<file path="src/logic/tsc_cfg.svh">
// Constants of the timing signal controller: offsets, fields, timing counts.
// Assumes a 40 MHz pclk and a 32-bit APB master.
//Contract
//- Scan-start edge begins a scan and starts internal conversion-spacing counter.
//- Internal counter converts from scan start, reloads, reloads again at scan end.
//- Conversions outside an active acquisition sequence are suppressed.
//- Scans gated by scan-gate input or software gate bit.
//- Scan gate: any pin, level or edge, selectable polarity, never driven.
//- Level mode: active gate level blocks scan starts.
//- Edge mode: active gate edges alternately disable and enable scan starts.
//- Gate changes act only at next scan start, never mid-scan.
//- Scan-interval clock from pin, level mode, polarity, at most 20 MHz.
//- Otherwise scan-interval counter runs from 20 MHz or 100 kHz timebase.
//- Waveform trigger edge starts generation and internal update-interval counter.
//- Used waveform trigger driven out as active-high 50-100 ns pulse.
//- Update edge refreshes converters; external updates need posted-update mode.
//- Applied update driven out as active-low 300-350 ns pulse.
//- Internal update counter starts on trigger, stops by software or buffer expiry.
//- Software gate suppresses every output update.
//- Update counter clock from level pin or internal timebase, never driven.
//- Counter 0 counts selected clock edge, mirrors used clock out.
//- Counter 0 gate edge starts/stops or latches, mirrored out.
//- Counter 0 output pulses or toggles on terminal count, selectable polarity.
//- Direction from pin when enabled, else from software bit.
//- Shared-pin timing outputs come up high impedance until enabled.
`ifndef TSC_CFG_SVH
`define TSC_CFG_SVH

`define TSC_AW 8
`define TSC_CTRL 8'h00
`define TSC_SEL0 8'h04
`define TSC_SEL1 8'h08
`define TSC_OE 8'h0c
`define TSC_SI_LOAD 8'h10
`define TSC_CI_LOAD 8'h14
`define TSC_UI_LOAD 8'h18
`define TSC_NCONV 8'h1c
`define TSC_C0_LOAD 8'h20
`define TSC_STATUS 8'h24
`define TSC_C0_COUNT 8'h28
`define TSC_C0_LATCH 8'h2c

`define TSC_B_SEQ 0
`define TSC_B_AI_SWGATE 1
`define TSC_B_AO_SWGATE 2
`define TSC_B_POSTED 3
`define TSC_B_CONV_EXT 4
`define TSC_B_UPD_EXT 5
`define TSC_B_UI_STOP 6
`define TSC_B_DIR_PIN 7
`define TSC_B_DIR_SW 8
`define TSC_B_C0_TOGGLE 9
`define TSC_B_C0_POL 10
`define TSC_B_GATE_EDGE 11
`define TSC_B_SCAN_EXT 12
`define TSC_B_SI_EXT 13
`define TSC_B_SI_SLOW 14
`define TSC_B_UI_EXT 15
`define TSC_B_UI_SLOW 16
`define TSC_B_C0_EXT 17
`define TSC_B_C0_SLOW 18
`define TSC_B_C0_EN 19
`define TSC_B_C0_GATECTL 20
`define TSC_POL_LSB 8

`define TSC_PIN_UPD 5
`define TSC_PIN_WF 6
`define TSC_PIN_C0CLK 8
`define TSC_PIN_C0GATE 9

`define TSC_CLK_HZ 40000000
`define TSC_TB_FAST_HZ 20000000
`define TSC_TB_SLOW_HZ 100000
`define TSC_TB_FAST_CYC (`TSC_CLK_HZ / `TSC_TB_FAST_HZ)
`define TSC_TB_SLOW_CYC (`TSC_CLK_HZ / `TSC_TB_SLOW_HZ)
`define TSC_CLK_PS 25000
`define TSC_WF_MIN_NS 50
`define TSC_WF_CYC ((`TSC_WF_MIN_NS * 1000 + `TSC_CLK_PS - 1) / `TSC_CLK_PS)
`define TSC_UPD_MIN_NS 300
`define TSC_UPD_CYC ((`TSC_UPD_MIN_NS * 1000 + `TSC_CLK_PS - 1) / `TSC_CLK_PS)

`endif

</file>
<file path="src/logic/tsc_pkg.sv">
// Types of the timing signal controller.
// Assumes tsc_cfg.svh holds the numeric constants.
package tsc_pkg;
  typedef enum logic [1:0] {
    TSC_IDLE = 2'b01,
    TSC_SCAN = 2'b10
  } tsc_scan_t;

  typedef enum int {
    TSC_IN_SCAN = 0,
    TSC_IN_CONV = 1,
    TSC_IN_GATE = 2,
    TSC_IN_SICLK = 3,
    TSC_IN_WF = 4,
    TSC_IN_UPD = 5,
    TSC_IN_UICLK = 6,
    TSC_IN_C0CLK = 7,
    TSC_IN_C0GATE = 8
  } tsc_in_t;
endpackage : tsc_pkg

</file>
<file path="src/logic/tsc_pin_cond.sv">
// Routes one function pin into the pclk domain with polarity and edge detection.
// Assumes pins are asynchronous to pclk.
`timescale 1ns/10ps
module tsc_pin_cond import tsc_pkg::*; #(
  parameter int NPIN = 10
) (
  // Clock and reset
  input wire logic pclk,
  input wire logic presetn,
  // Pins and routing
  input wire logic [NPIN-1:0] pins,
  input wire logic [3:0] sel,
  input wire logic pol,
  // Conditioned signal
  output logic lvl,
  output logic act_edge
);
  logic meta;
  logic sync;
  logic lvl_d;
  wire picked = (sel < 4'(NPIN)) ? pins[sel] : 1'b0;

  // Pins are synchronized before anything decodes them
  always_ff @(posedge pclk or negedge presetn) begin
    if (!presetn) begin
      meta <= 1'b0;
      sync <= 1'b0;
      lvl_d <= 1'b0;
    end else begin
      meta <= picked;
      sync <= meta;
      lvl_d <= lvl;
    end
  end

  assign lvl = sync ^ pol;
  assign act_edge = lvl & ~lvl_d;
endmodule : tsc_pin_cond

</file>
<file path="src/logic/tsc_top.sv">
// Timing signal controller: scan and conversion gating, update timing, counter 0.
// Assumes an APB master on pclk and function pins with an external pad resolver.
//
// Implementation choices: the APB register port and the address map.
`timescale 1ns/10ps
`include "tsc_cfg.svh"
module tsc_top import tsc_pkg::*; #(
  parameter int NPIN = 10,
  parameter int CW = 24
) (
  // APB
  input wire logic pclk,
  input wire logic presetn,
  input wire logic psel,
  input wire logic penable,
  input wire logic pwrite,
  input wire logic [`TSC_AW-1:0] paddr,
  input wire logic [31:0] pwdata,
  output logic [31:0] prdata,
  output logic pready,
  output logic pslverr,
  // Function pins
  input wire logic [NPIN-1:0] programmable_function_pin_in,
  output logic [NPIN-1:0] programmable_function_pin_out,
  output logic [NPIN-1:0] programmable_function_pin_oe,
  // Counter 0 pins
  input wire logic digital_line_six,
  output logic counter0_output,
  output logic counter0_output_oe,
  // Converter side
  input wire logic buffer_expired,
  output logic adc_convert,
  output logic dac_update
);
  localparam int NIN = 9;

  function automatic logic pick_tick(input logic ext, input logic slow, input logic ext_edge,
                                     input logic fast_t, input logic slow_t);
    return ext ? ext_edge : (slow ? slow_t : fast_t);
  endfunction : pick_tick

  // Registers
  logic [31:0] ctrl;
  logic [31:0] sel0;
  logic [31:0] sel1;
  logic [4:0] oe;
  logic [CW-1:0] si_load;
  logic [CW-1:0] ci_load;
  logic [CW-1:0] ui_load;
  logic [7:0] nconv;
  logic [CW-1:0] c0_load;

  // APB decode
  wire acc = psel & penable;
  wire wr = acc & pready & pwrite;
  wire next_pready = acc & ~pready;
  wire wr_ctrl = wr & (paddr == `TSC_CTRL);
  logic [31:0] rd_data;
  logic unmapped;

  // Pin conditioning
  wire [3:0] sels [NIN];
  wire [NIN-1:0] lvl;
  wire [NIN-1:0] act;
  genvar gi;
  for (gi = 0; gi < NIN; gi++) begin : g_in
    if (gi < 8) begin : g_lo
      assign sels[gi] = sel0[4*gi +: 4];
    end else begin : g_hi
      assign sels[gi] = sel1[3:0];
    end
    tsc_pin_cond #(.NPIN(NPIN)) u_cond (
      .pclk(pclk),
      .presetn(presetn),
      .pins(programmable_function_pin_in),
      .sel(sels[gi]),
      .pol(sel1[`TSC_POL_LSB + gi]),
      .lvl(lvl[gi]),
      .act_edge(act[gi])
    );
  end

  // Internal timebases
  logic [8:0] tb_slow_cnt;
  logic tb_fast_cnt;
  wire tb_fast = (tb_fast_cnt == 1'(`TSC_TB_FAST_CYC - 1));
  wire tb_slow = (tb_slow_cnt == 9'(`TSC_TB_SLOW_CYC - 1));

  // Scan side
  tsc_scan_t scan_state;
  tsc_scan_t next_scan_state;
  logic [CW-1:0] si_cnt;
  logic [CW-1:0] ci_cnt;
  logic [7:0] conv_left;
  logic gate_off;
  wire seq = ctrl[`TSC_B_SEQ];
  wire si_tick = pick_tick(ctrl[`TSC_B_SI_EXT], ctrl[`TSC_B_SI_SLOW], act[TSC_IN_SICLK],
                           tb_fast, tb_slow);
  wire si_expire = seq & si_tick & (si_cnt == '0);
  wire scan_req = ctrl[`TSC_B_SCAN_EXT] ? act[TSC_IN_SCAN] : si_expire;
  wire gate_blocked = ctrl[`TSC_B_AI_SWGATE] |
                      (ctrl[`TSC_B_GATE_EDGE] ? gate_off : lvl[TSC_IN_GATE]);
  // Gate is only consulted when a scan would start, so a running scan is never cut
  wire scan_go = (scan_state == TSC_IDLE) & seq & scan_req & ~gate_blocked;
  wire scanning = scan_state == TSC_SCAN;
  wire conv_raw = ctrl[`TSC_B_CONV_EXT] ? act[TSC_IN_CONV] : (ci_cnt == '0);
  // External pulses arriving outside a scan are simply dropped; each one inside fires
  wire conv_fire = scanning & seq & conv_raw;
  wire scan_done = conv_fire & (conv_left == '0);

  always_comb begin
    case (scan_state)
      TSC_IDLE: next_scan_state = scan_go ? TSC_SCAN : TSC_IDLE;
      TSC_SCAN: next_scan_state = (scan_done | ~seq) ? TSC_IDLE : TSC_SCAN;
      default: next_scan_state = TSC_IDLE;
    endcase
  end

  // Update side
  logic ui_run;
  logic [CW-1:0] ui_cnt;
  logic [2:0] wf_cnt;
  logic [3:0] upd_cnt;
  wire wf_evt = act[TSC_IN_WF];
  wire ui_stop = (wr_ctrl & pwdata[`TSC_B_UI_STOP]) | buffer_expired;
  wire ui_tick = pick_tick(ctrl[`TSC_B_UI_EXT], ctrl[`TSC_B_UI_SLOW], act[TSC_IN_UICLK],
                           tb_fast, tb_slow);
  wire ui_expire = ui_run & ui_tick & (ui_cnt == '0);
  wire upd_raw = ctrl[`TSC_B_UPD_EXT] ? (act[TSC_IN_UPD] & ctrl[`TSC_B_POSTED]) : ui_expire;
  wire upd_fire = upd_raw & ~ctrl[`TSC_B_AO_SWGATE];
  wire [2:0] next_wf_cnt = wf_evt ? 3'(`TSC_WF_CYC) : (wf_cnt != '0 ? wf_cnt - 3'd1 : 3'd0);
  wire [3:0] next_upd_cnt = upd_fire ? 4'(`TSC_UPD_CYC) :
                            (upd_cnt != '0 ? upd_cnt - 4'd1 : 4'd0);

  // Counter 0
  logic [CW-1:0] c0_cnt;
  logic [CW-1:0] c0_latch;
  logic gate_run;
  logic c0_tog;
  logic dir_meta;
  logic dir_sync;
  wire c0_int_tick = ctrl[`TSC_B_C0_SLOW] ? tb_slow : tb_fast;
  wire c0_tick = pick_tick(ctrl[`TSC_B_C0_EXT], ctrl[`TSC_B_C0_SLOW], act[TSC_IN_C0CLK],
                           tb_fast, tb_slow);
  wire c0_run = ctrl[`TSC_B_C0_EN] & (~ctrl[`TSC_B_C0_GATECTL] | gate_run);
  wire c0_up = ctrl[`TSC_B_DIR_PIN] ? dir_sync : ctrl[`TSC_B_DIR_SW];
  wire c0_end = c0_run & c0_tick & (c0_up ? (c0_cnt == c0_load) : (c0_cnt == '0));
  wire next_c0_tog = c0_tog ^ c0_end;
  wire next_c0_out = ctrl[`TSC_B_C0_POL] ^ (ctrl[`TSC_B_C0_TOGGLE] ? next_c0_tog : c0_end);
  wire c0_clk_used = ctrl[`TSC_B_C0_EXT] ? lvl[TSC_IN_C0CLK] : c0_int_tick;

  // Pin drivers; scan gate and interval clocks never have a driver
  logic [NPIN-1:0] next_pin_out;
  logic [NPIN-1:0] next_pin_oe;
  always_comb begin
    next_pin_out = '0;
    next_pin_oe = '0;
    next_pin_out[`TSC_PIN_WF] = next_wf_cnt != '0;
    next_pin_out[`TSC_PIN_UPD] = next_upd_cnt == '0;
    next_pin_out[`TSC_PIN_C0CLK] = c0_clk_used;
    next_pin_out[`TSC_PIN_C0GATE] = lvl[TSC_IN_C0GATE];
    next_pin_oe[`TSC_PIN_UPD] = oe[0];
    next_pin_oe[`TSC_PIN_WF] = oe[1];
    next_pin_oe[`TSC_PIN_C0CLK] = oe[2];
    next_pin_oe[`TSC_PIN_C0GATE] = oe[3];
  end

  // Register read
  always_comb begin
    unmapped = 1'b0;
    case (paddr)
      `TSC_CTRL: rd_data = ctrl;
      `TSC_SEL0: rd_data = sel0;
      `TSC_SEL1: rd_data = sel1;
      `TSC_OE: rd_data = {27'h0, oe};
      `TSC_SI_LOAD: rd_data = 32'(si_load);
      `TSC_CI_LOAD: rd_data = 32'(ci_load);
      `TSC_UI_LOAD: rd_data = 32'(ui_load);
      `TSC_NCONV: rd_data = {24'h0, nconv};
      `TSC_C0_LOAD: rd_data = 32'(c0_load);
      `TSC_STATUS: rd_data = {27'h0, c0_up, c0_run, ui_run, gate_blocked, scanning};
      `TSC_C0_COUNT: rd_data = 32'(c0_cnt);
      `TSC_C0_LATCH: rd_data = 32'(c0_latch);
      default: begin
        rd_data = 32'h0;
        unmapped = 1'b1;
      end
    endcase
  end

  // APB answer: one wait state so the read data comes from a flop
  always_ff @(posedge pclk or negedge presetn) begin
    if (!presetn) begin
      pready <= 1'b0;
      pslverr <= 1'b0;
      prdata <= 32'h0;
    end else begin
      pready <= next_pready;
      pslverr <= next_pready & unmapped;
      prdata <= next_pready & ~pwrite ? rd_data : 32'h0;
    end
  end

  // Register write; the stop bit is a command and does not stay set
  always_ff @(posedge pclk or negedge presetn) begin
    if (!presetn) begin
      ctrl <= 32'h0;
      sel0 <= 32'h0;
      sel1 <= 32'h0;
      oe <= 5'h0;
      si_load <= '0;
      ci_load <= '0;
      ui_load <= '0;
      nconv <= 8'h0;
      c0_load <= '0;
    end else if (wr) begin
      case (paddr)
        `TSC_CTRL: ctrl <= pwdata & ~(32'h1 << `TSC_B_UI_STOP);
        `TSC_SEL0: sel0 <= pwdata;
        `TSC_SEL1: sel1 <= pwdata;
        `TSC_OE: oe <= pwdata[4:0];
        `TSC_SI_LOAD: si_load <= pwdata[CW-1:0];
        `TSC_CI_LOAD: ci_load <= pwdata[CW-1:0];
        `TSC_UI_LOAD: ui_load <= pwdata[CW-1:0];
        `TSC_NCONV: nconv <= pwdata[7:0];
        `TSC_C0_LOAD: c0_load <= pwdata[CW-1:0];
        default: ;
      endcase
    end
  end

  // Timebases
  always_ff @(posedge pclk or negedge presetn) begin
    if (!presetn) begin
      tb_fast_cnt <= 1'b0;
      tb_slow_cnt <= 9'h0;
    end else begin
      tb_fast_cnt <= tb_fast ? 1'b0 : tb_fast_cnt + 1'b1;
      tb_slow_cnt <= tb_slow ? 9'h0 : tb_slow_cnt + 9'h1;
    end
  end

  // Scan interval, gate toggle and scan sequencing
  always_ff @(posedge pclk or negedge presetn) begin
    if (!presetn) begin
      scan_state <= TSC_IDLE;
      si_cnt <= '0;
      gate_off <= 1'b0;
    end else begin
      scan_state <= next_scan_state;
      if (!seq) begin
        si_cnt <= si_load;
      end else if (si_tick) begin
        si_cnt <= (si_cnt == '0) ? si_load : si_cnt - 1'b1;
      end
      if (!ctrl[`TSC_B_GATE_EDGE]) begin
        gate_off <= 1'b0;
      end else if (act[TSC_IN_GATE]) begin
        gate_off <= ~gate_off;
      end
    end
  end

  // Conversion spacing
  always_ff @(posedge pclk or negedge presetn) begin
    if (!presetn) begin
      ci_cnt <= '0;
      conv_left <= 8'h0;
      adc_convert <= 1'b0;
    end else begin
      adc_convert <= conv_fire;
      if (!scanning || scan_done) begin
        ci_cnt <= ci_load;
      end else begin
        ci_cnt <= (ci_cnt == '0) ? ci_load : ci_cnt - 1'b1;
      end
      if (scan_go) begin
        conv_left <= nconv - 8'h1;
      end else if (conv_fire && conv_left != '0) begin
        conv_left <= conv_left - 8'h1;
      end
    end
  end

  // Update interval and output pulses
  always_ff @(posedge pclk or negedge presetn) begin
    if (!presetn) begin
      ui_run <= 1'b0;
      ui_cnt <= '0;
      wf_cnt <= 3'h0;
      upd_cnt <= 4'h0;
      dac_update <= 1'b0;
    end else begin
      if (ui_stop) begin
        ui_run <= 1'b0;
      end else if (wf_evt && !ctrl[`TSC_B_UPD_EXT]) begin
        ui_run <= 1'b1;
      end
      if (!ui_run) begin
        ui_cnt <= ui_load;
      end else if (ui_tick) begin
        ui_cnt <= (ui_cnt == '0) ? ui_load : ui_cnt - 1'b1;
      end
      wf_cnt <= next_wf_cnt;
      upd_cnt <= next_upd_cnt;
      dac_update <= upd_fire;
    end
  end

  // Counter 0
  always_ff @(posedge pclk or negedge presetn) begin
    if (!presetn) begin
      dir_meta <= 1'b0;
      dir_sync <= 1'b0;
      c0_cnt <= '0;
      c0_latch <= '0;
      gate_run <= 1'b0;
      c0_tog <= 1'b0;
    end else begin
      dir_meta <= digital_line_six;
      dir_sync <= dir_meta;
      if (!ctrl[`TSC_B_C0_EN]) begin
        gate_run <= 1'b0;
      end else if (act[TSC_IN_C0GATE]) begin
        gate_run <= ~gate_run;
      end
      if (act[TSC_IN_C0GATE]) begin
        c0_latch <= c0_cnt;
      end
      if (!ctrl[`TSC_B_C0_EN]) begin
        c0_cnt <= c0_up ? '0 : c0_load;
      end else if (c0_run && c0_tick) begin
        if (c0_up) begin
          c0_cnt <= c0_end ? '0 : c0_cnt + 1'b1;
        end else begin
          c0_cnt <= c0_end ? c0_load : c0_cnt - 1'b1;
        end
      end
      c0_tog <= ctrl[`TSC_B_C0_EN] ? next_c0_tog : 1'b0;
    end
  end

  // Pin outputs, all from flops
  always_ff @(posedge pclk or negedge presetn) begin
    if (!presetn) begin
      programmable_function_pin_out <= '0;
      programmable_function_pin_oe <= '0;
      counter0_output <= 1'b0;
      counter0_output_oe <= 1'b0;
    end else begin
      programmable_function_pin_out <= next_pin_out;
      programmable_function_pin_oe <= next_pin_oe;
      counter0_output <= next_c0_out;
      counter0_output_oe <= oe[4];
    end
  end
endmodule : tsc_top

</file>
<file path="config.mk">
export PLATFORM = sky130hd
export DESIGN_NAME = tsc_top
export DESIGN_NICKNAME = d
export VERILOG_FILES = /design/src/logic/tsc_pkg.sv /design/src/logic/tsc_pin_cond.sv /design/src/logic/tsc_top.sv
export VERILOG_INCLUDE_DIRS = /design/src /design/src/logic
export SDC_FILE = /design/constraint.sdc
export NUM_CORES = 1
export LEC_CHECK = 0
export BUFFER_PORTS_ARGS = -buffer_cell sky130_fd_sc_hd__buf_2
export CAP_MARGIN = 40
export CORE_MARGIN = 2
export CORE_UTILIZATION = 50
export CTS_BUF_LIST = sky130_fd_sc_hd__clkbuf_16
export DETAILED_ROUTE_END_ITERATION = 10
export GPL_TIMING_DRIVEN = 0
export PLACE_DENSITY = 0.7
export SETUP_SLACK_MARGIN = 0.2
export SLEW_MARGIN = 20
export SYNTH_ARGS = -nofsm -noshare
export SYNTH_HDL_FRONTEND = slang
export SYNTH_SLANG_ARGS = --single-unit
export TNS_END_PERCENT = 10
</file>
<file path="constraint.sdc">
create_clock -name pclk -period 3.4 [get_ports pclk]
set_clock_uncertainty 0.15 [all_clocks]
set_input_delay 0.17 -clock pclk [delete_from_list [all_inputs] [get_ports pclk]]
set_output_delay 0.17 -clock pclk [all_outputs]
set_load 0.01 [all_outputs]
</file>
### Yosys cells after proc, flatten, opt, wreduce, memory -nomap -nowiden

Index checks and enable logic that the tools add are counted.

| word-level totals | value |
|---|---|
| output and inout bits | 58 |
| flip-flop bits (word level) | 430 |
| input port bits | 57 |
| latch bits | 0 |
| memories | 0 |
| word-level logic and storage cells | 280 |
| memory bits (writable) | 0 |
| bits in read-only memories | 0 |

| cells by class | value |
|---|---|
| reduce and logical (&&, ||, !) cells | 29 |
| order comparisons | 18 |
| $add $sub $neg | 11 |
| equality and inequality tests | 20 |
| shift-type cells | 0 |
| div/mod/pow operators | 0 |
| bitwise operators | 64 |
| mux-type cells | 76 |
| $mul | 0 |

Operators by type and width:

| kind | number |
|---|---|
| $pmux W32 S12 | 1 |
| $mux W24 | 14 |
| $logic_not A24 Y1 | 4 |
| $sub A24 B1 Y24 const B | 4 |
| $lt A4 B5 Y1 const B | 9 |
| $mux W1 | 41 |
| $bmux W1 S4 | 9 |
| $lt A4 B4 Y1 const B | 9 |
| $and A1 B1 Y1 | 32 |
| $eq A8 B5 Y1 const B | 4 |
| $eq A8 B6 Y1 const B | 4 |
| $mux W32 | 1 |
| $add A24 B1 Y24 const B | 1 |
| $eq A24 B24 Y1 | 1 |
| $reduce_and A2 Y1 | 9 |
| $not A1 Y1 | 17 |
| $eq A8 B4 Y1 const B | 2 |
| $logic_not A8 Y1 | 2 |
| $mux W8 | 2 |
| $sub A8 B1 Y8 const B | 2 |
| $reduce_or A12 Y1 | 1 |
| $xor A1 B1 Y1 | 11 |
| $ne A2 B1 Y1 const B | 5 |
| $add A9 B1 Y9 const B | 1 |
| 21 further kinds | 32 |

### Longest topological paths before layout

| depth | value |
|---|---|
| depth in word-level cells | 10 |
| gate-level depth with buffers | 13 |
| gate-level depth less buffers | 13 |

### Modules after synthesis

Synthesis repeated with hierarchy kept, for this count alone.

| second synthesis, totals | value |
|---|---|
| cells, all modules | 1,962 |
| area total of the unflattened synthesis | 21,460.6 sq um |

By module, submodules not included:

| module | seq. area each (sq um) | instances | area an instance (sq um) | cells each |
|---|---|---|---|---|
| tsc_top | 10,085.9 | 1 | 19,872.8 | 1,836 |
| tsc_pin_cond | 75.1 | 9 | 176.4 | 14 |

### Least setup slack after synthesis

OpenSTA, ideal clock, no wires.

| timing | value |
|---|---|
| path kind | register to register |
| start point | reg si_cnt[18] |
| end point | reg conv_left[6] |
| stages on the path, launching flop included | 12 |
| setup slack | -29 ps |
| data arrival time | 3,142 ps |
| required time | 3,114 ps |
| period minus slack after synthesis | 3,429 ps |
| library setup time | 136 ps |
| buffers on the path | 0 |
| cells stage by stage | dfrtp_1 -> or4_1 -> nand3b_1 -> nor3_1 -> a31oi_1 -> nor2_1 -> mux2i_1 -> ha_1 -> inv_1 -> or4b_1 -> mux2i_1 -> mux2i_1 |

| between the ends | value |
|---|---|
| longest elaborated chain between the ends | 6 |
| elaborated cells on any way between the ends | 7 |
| classes of those cells | mux (2); bitwise (3); reduce/logical (2) |

RTL lines:

| what | RTL line | text |
|---|---|---|
| from (decl) | tsc_top.sv:92 | `logic [CW-1:0] si_cnt;` |
| from (signal assigned) | tsc_top.sv:252 | `si_cnt <= si_load;` |
| from (signal assigned) | tsc_top.sv:254 | `si_cnt <= (si_cnt == '0) ? si_load : si_cnt - 1'b1;` |
| $logic_not A24 Y1 * | tsc_top.sv:99 | `wire si_expire = seq & si_tick & (si_cnt == '0);` |
| $and A1 B1 Y1 * | tsc_top.sv:99 |  |
| $mux W1 * | tsc_top.sv:100 | `` wire scan_req = ctrl[`TSC_B_SCAN_EXT] ? act[TSC_IN_SCAN] : si_expire; `` |
| $and A1 B1 Y1 * (2 in series) | tsc_top.sv:104 | `wire scan_go = (scan_state == TSC_IDLE) & seq & scan_req & ~gate_blocked;` |
| $mux W8 / $reduce_bool A2 Y1 (equally long branches) | -- |  |
| to (signal assigned) | tsc_top.sv:278 | `conv_left <= nconv - 8'h1;` |
| to (signal assigned) | tsc_top.sv:280 | `conv_left <= conv_left - 8'h1;` |
| to (decl) | tsc_top.sv:94 | `logic [7:0] conv_left;` |

Mark *: on every way between the ends. The rest lies on a longest branch, timed or not.
A chain may end at the register's enable or synchronous reset.

### Worst setup path in the final report

| timing | value |
|---|---|
| start point | reg si_cnt[13] |
| end point | reg conv_left[6] |

Same word-level chain as after synthesis.

==> flow_summary.ini <==
[sta]
rsz0062_at_grt = true
maxSlewViolCount = 0
period_share_pct = 98.9
final-hold-violation-count = 0
period_minus_slack_ns = 3.36
relSlewSlack_pct = 37.9
fmax_mhz = 297
tightestPinTransition_ns = 0.928
report.final.setup_viol = 0
fin_setup_tns_ns = 0

[yosys]
synth_flop_cell = dfrtp_1
syn_inst = 1994
synth_area_leaders = dfrtp_1 49%, mux2_2 12%, a21oi_1 2.7%
synth_edf_count = 0
synth.avg_cell_area_um2 = 10.9
synth_cell_types = 87
yosysTopAreaCell = dfrtp_1
seq_area_frac_synth_pct = 49.3
async_flop_share_pct = 100
synthesis.area_um2 = 21800
synth-seq-cells = 429
ys_warn_count = 0
post-synth-top-area-fraction_pct = 49.2

[clocking]
clock-sinks = 429
cts-root-buf = clkbuf_16
clock_tree.htree_level_count = 2
clkLatencyLatePin_ns = 0.60
clockBufferDepth = 3
cts_buffers = 48
cts_tree = yes
clk_pin_slew_worst_paths_ns = 0.06

[grt]
grt_pass1_vias = 17800
grt_util_met3_pct = 6.25
grt_most_used_layer = met2
grt_util_all_layers_pct = 33.1
met1_usage_pct = 47.5
grt_pass1_wl_mm = 111
antenna_found_initial = 0
gr-total-overflow = 0
grt_max_degree = 103
grtUsageMet2_pct = 49.8

[floorplanning]
die_x_um = 213
start_util_pct = 50.5
io_pins = 115
rows = 76
core_um2 = 43100
die_h_um = 213
dieArea_um2 = 45200

[placed_design]
gp_congestion = 0.965
placed_area_um2 = 23300
io_buffers = 99
hpwl_mm = 53.4

[cells_and_area]
syn2layout_area_growth_pct = 18.4
antenna_cells = 0
fin_area_um2 = 25800
drive_above_1_share_pct = 25.3
fin_nets = 2298

[setup_path]
cp_max_fo = 4
crit_path_end_kind = flip-flop
reg2reg_slack_ns = 0.04
crit_required_ns = 3.72
crit_path_start_kind = flip-flop
timing.rr.start = si_cnt[13]
setup.worst_path.class = reg -> reg
reg2reg_depth = 12
worstPathArrival_ns = 3.68
r2r-end = conv_left[6]

[status]
outcome = finished, violations left
violations = DRC

[route]
via_per_inst = 6.49
ant_nets = 0
drtPass1Iterations = 11
drc_errors = 1
vias = 18500
drtIter0Drc = 2685
detail_route.wl_per_cell_um = 26.1
wirelength_mm = 74.5

[power_and_ir_drop]
irDropWorstVdd_mv = 0.384
power_leakage_nw = 11.7
power_per_cell_area_nw_per_um2 = 519

[worst_hold_path]
hold_path.class = in -> async

[flow_run]
maxCapViolations = 0
==> sequential cells by signal, indices dropped and copies added, names as in the netlist, 3 cells and up <==
| name | count |
|---|---|
| ctrl | 31 |
| c0_latch | 24 |
| nconv | 8 |
| prdata | 32 |
| ci_cnt | 24 |
| wf_cnt | 3 |
| upd_cnt | 4 |
| programmable_function_pin_oe | 4 |
| ci_load | 24 |
| ui_cnt | 24 |
| tb_slow_cnt | 9 |
| g_in.u_cond.sync | 9 |
| g_in.u_cond.lvl_d | 8 |
| si_load | 24 |
| conv_left | 8 |
| sel1 | 32 |
| sel0 | 32 |
| g_in.u_cond.meta | 9 |
| ui_load | 24 |
| c0_cnt | 24 |
| oe | 5 |
| programmable_function_pin_out | 4 |
| si_cnt | 24 |
| c0_load | 24 |
==> kinds of logic after synthesis <==
logic type      Yosys count  share of synthesized area [%]
flops                   429                           49.3
xor+xnor                 85                           3.42
other cells               1                         0.0172
mux                     300                           16.2
buf+inv                 174                           3.48
fa+ha+maj                12                          0.690
simple gates            527                           12.8
compound gates          466                           14.1
==> synthesized netlist by cell type (6+ instances only) <==
library cell / n
a211oi_1: 8
a21oi_1: 119
a221oi_1: 12
a222oi_1: 35
a22o_1: 19
a22oi_1: 35
a31oi_1: 35
and2_1: 8
and3_1: 14
buf_1: 13
buf_2: 27
buf_4: 15
clkbuf_1: 79
dfrtp_1: 428
ha_1: 12
inv_1: 38
mux2_2: 228
mux2i_1: 49
mux4_2: 18
nand2_1: 103
nand2b_1: 9
nand3_1: 36
nand4_1: 27
nor2_1: 135
nor2b_1: 8
nor3_1: 64
nor3b_1: 10
nor4_1: 33
o211ai_1: 7
o21ai_0: 112
o22ai_1: 6
o31ai_1: 12
or2_2: 7
or3_1: 16
or4_1: 15
xnor2_1: 59
xor2_1: 26
==> power breakdown <==
| part | switching, W | internal (W) |
|---|---|---|
| clock | 0.00224 | 0.00332 |
| combinational | 0.00139 | 0.000768 |
| sequential | 0.000254 | 0.00541 |
==> per-stage QoR <==
| stage | util (%) | hold WS (ns) | instances | setup WS [ns] | total power (W) |
|---|---|---|---|---|---|
| 2_1_floorplan | - | -0.276 | 2005 | 0.200 | 0.00701 |
| 3_3_place_gp | 53.6 | 0.130 | 2689 | -6.47 | 0.00767 |
| 3_5_place_dp | 54.0 | -0.0269 | 2698 | -0.320 | 0.00775 |
| 4_1_cts | 59.3 | 0.0470 | 2845 | 0.104 | 0.0133 |
| 5_1_grt | 59.8 | 0.0931 | 2854 | -0.0737 | 0.0138 |
| 6_report | 59.8 | 0.0677 | 2854 | 0.0382 | 0.0134 |
==> critical path, stage by stage, from the launching register on <==
cell and delay [ns]:
dfrtp_1 0.38, or3_4 0.39, or3_1 0.32, clkbuf_8 0.15, nor3_4 0.25, a31oi_4 0.17, nor2_4 0.20, mux2i_1 0.22
ha_2 0.23, inv_2 0.04, or4b_4 0.48, mux2i_1 0.16, mux2i_1 0.08
==> final cells by class <==
| cell class | instances | area, µm² |
|---|---|---|
| flip-flops and latches | 429 | 10700 |
| multi-input cells | 1402 | 10600 |
| clock inverters | 41 | 448 |
| repair buffers | 174 | 1290 |
| clock buffers | 49 | 1230 |
| fillers | 3502 | 17300 |
| plain buffers | 136 | 646 |
| well taps | 585 | 732 |
| inverters | 38 | 143 |
==> routing by layer <==
layer / up-vias / share of wire [%]
li1: 7910 / -
met1: 9409 / 42
met2: 1035 / 44
met3: 173 / 10
met4: 0 / 3.9
met5: - / 0
==> what timing repair did <==
action | 4_1_cts | 5_1_grt
buffers inserted | 14 | 4
hold endpoints to repair | 502 | 0
gates resized for setup | 18 | 45
pin swaps | 7 | 8
setup endpoints to repair | 47 | 54
gates cloned | 0 | 0
hold buffers | 43 | 0
==> layout by cell type, fill, tap and decap left out, types with 14 or more instances in the layout <==
cell	n
or3_1	15
mux2_2	228
nor3_1	63
dlygate4sd3_1	42
nor2_1	132
and3_1	14
a222oi_1	35
inv_1	44
nand2_1	102
a21oi_1	118
a22o_1	19
xor2_1	26
clkbuf_1	67
mux2i_1	49
xnor2_1	59
dfrtp_1	427
nand3_1	36
clkbuf_16	49
nand4_1	27
o21ai_0	112
buf_4	37
nor4_1	28
a22oi_1	35
buf_2	129
or4_1	14
a31oi_1	33
mux4_2	18
==> how the worst max path moves through the flow <==
stage / slack (ns) / startpoint / to / cells after the start
3_3_place_gp: -6.47 / presetn / tb_slow_cnt[4] / 1
3_5_place_dp: -0.32 / c0_cnt[0] / counter0_output / 10
6_report: 0.04 / si_cnt[13] / conv_left[6] / 12
2_1_floorplan: 0.20 / si_cnt[13] / conv_left[6] / 12
4_1_cts: 0.10 / si_cnt[11] / conv_left[6] / 12
5_1_grt: -0.07 / si_cnt[13] / conv_left[6] / 12
(Power assumes the default switching activity.)
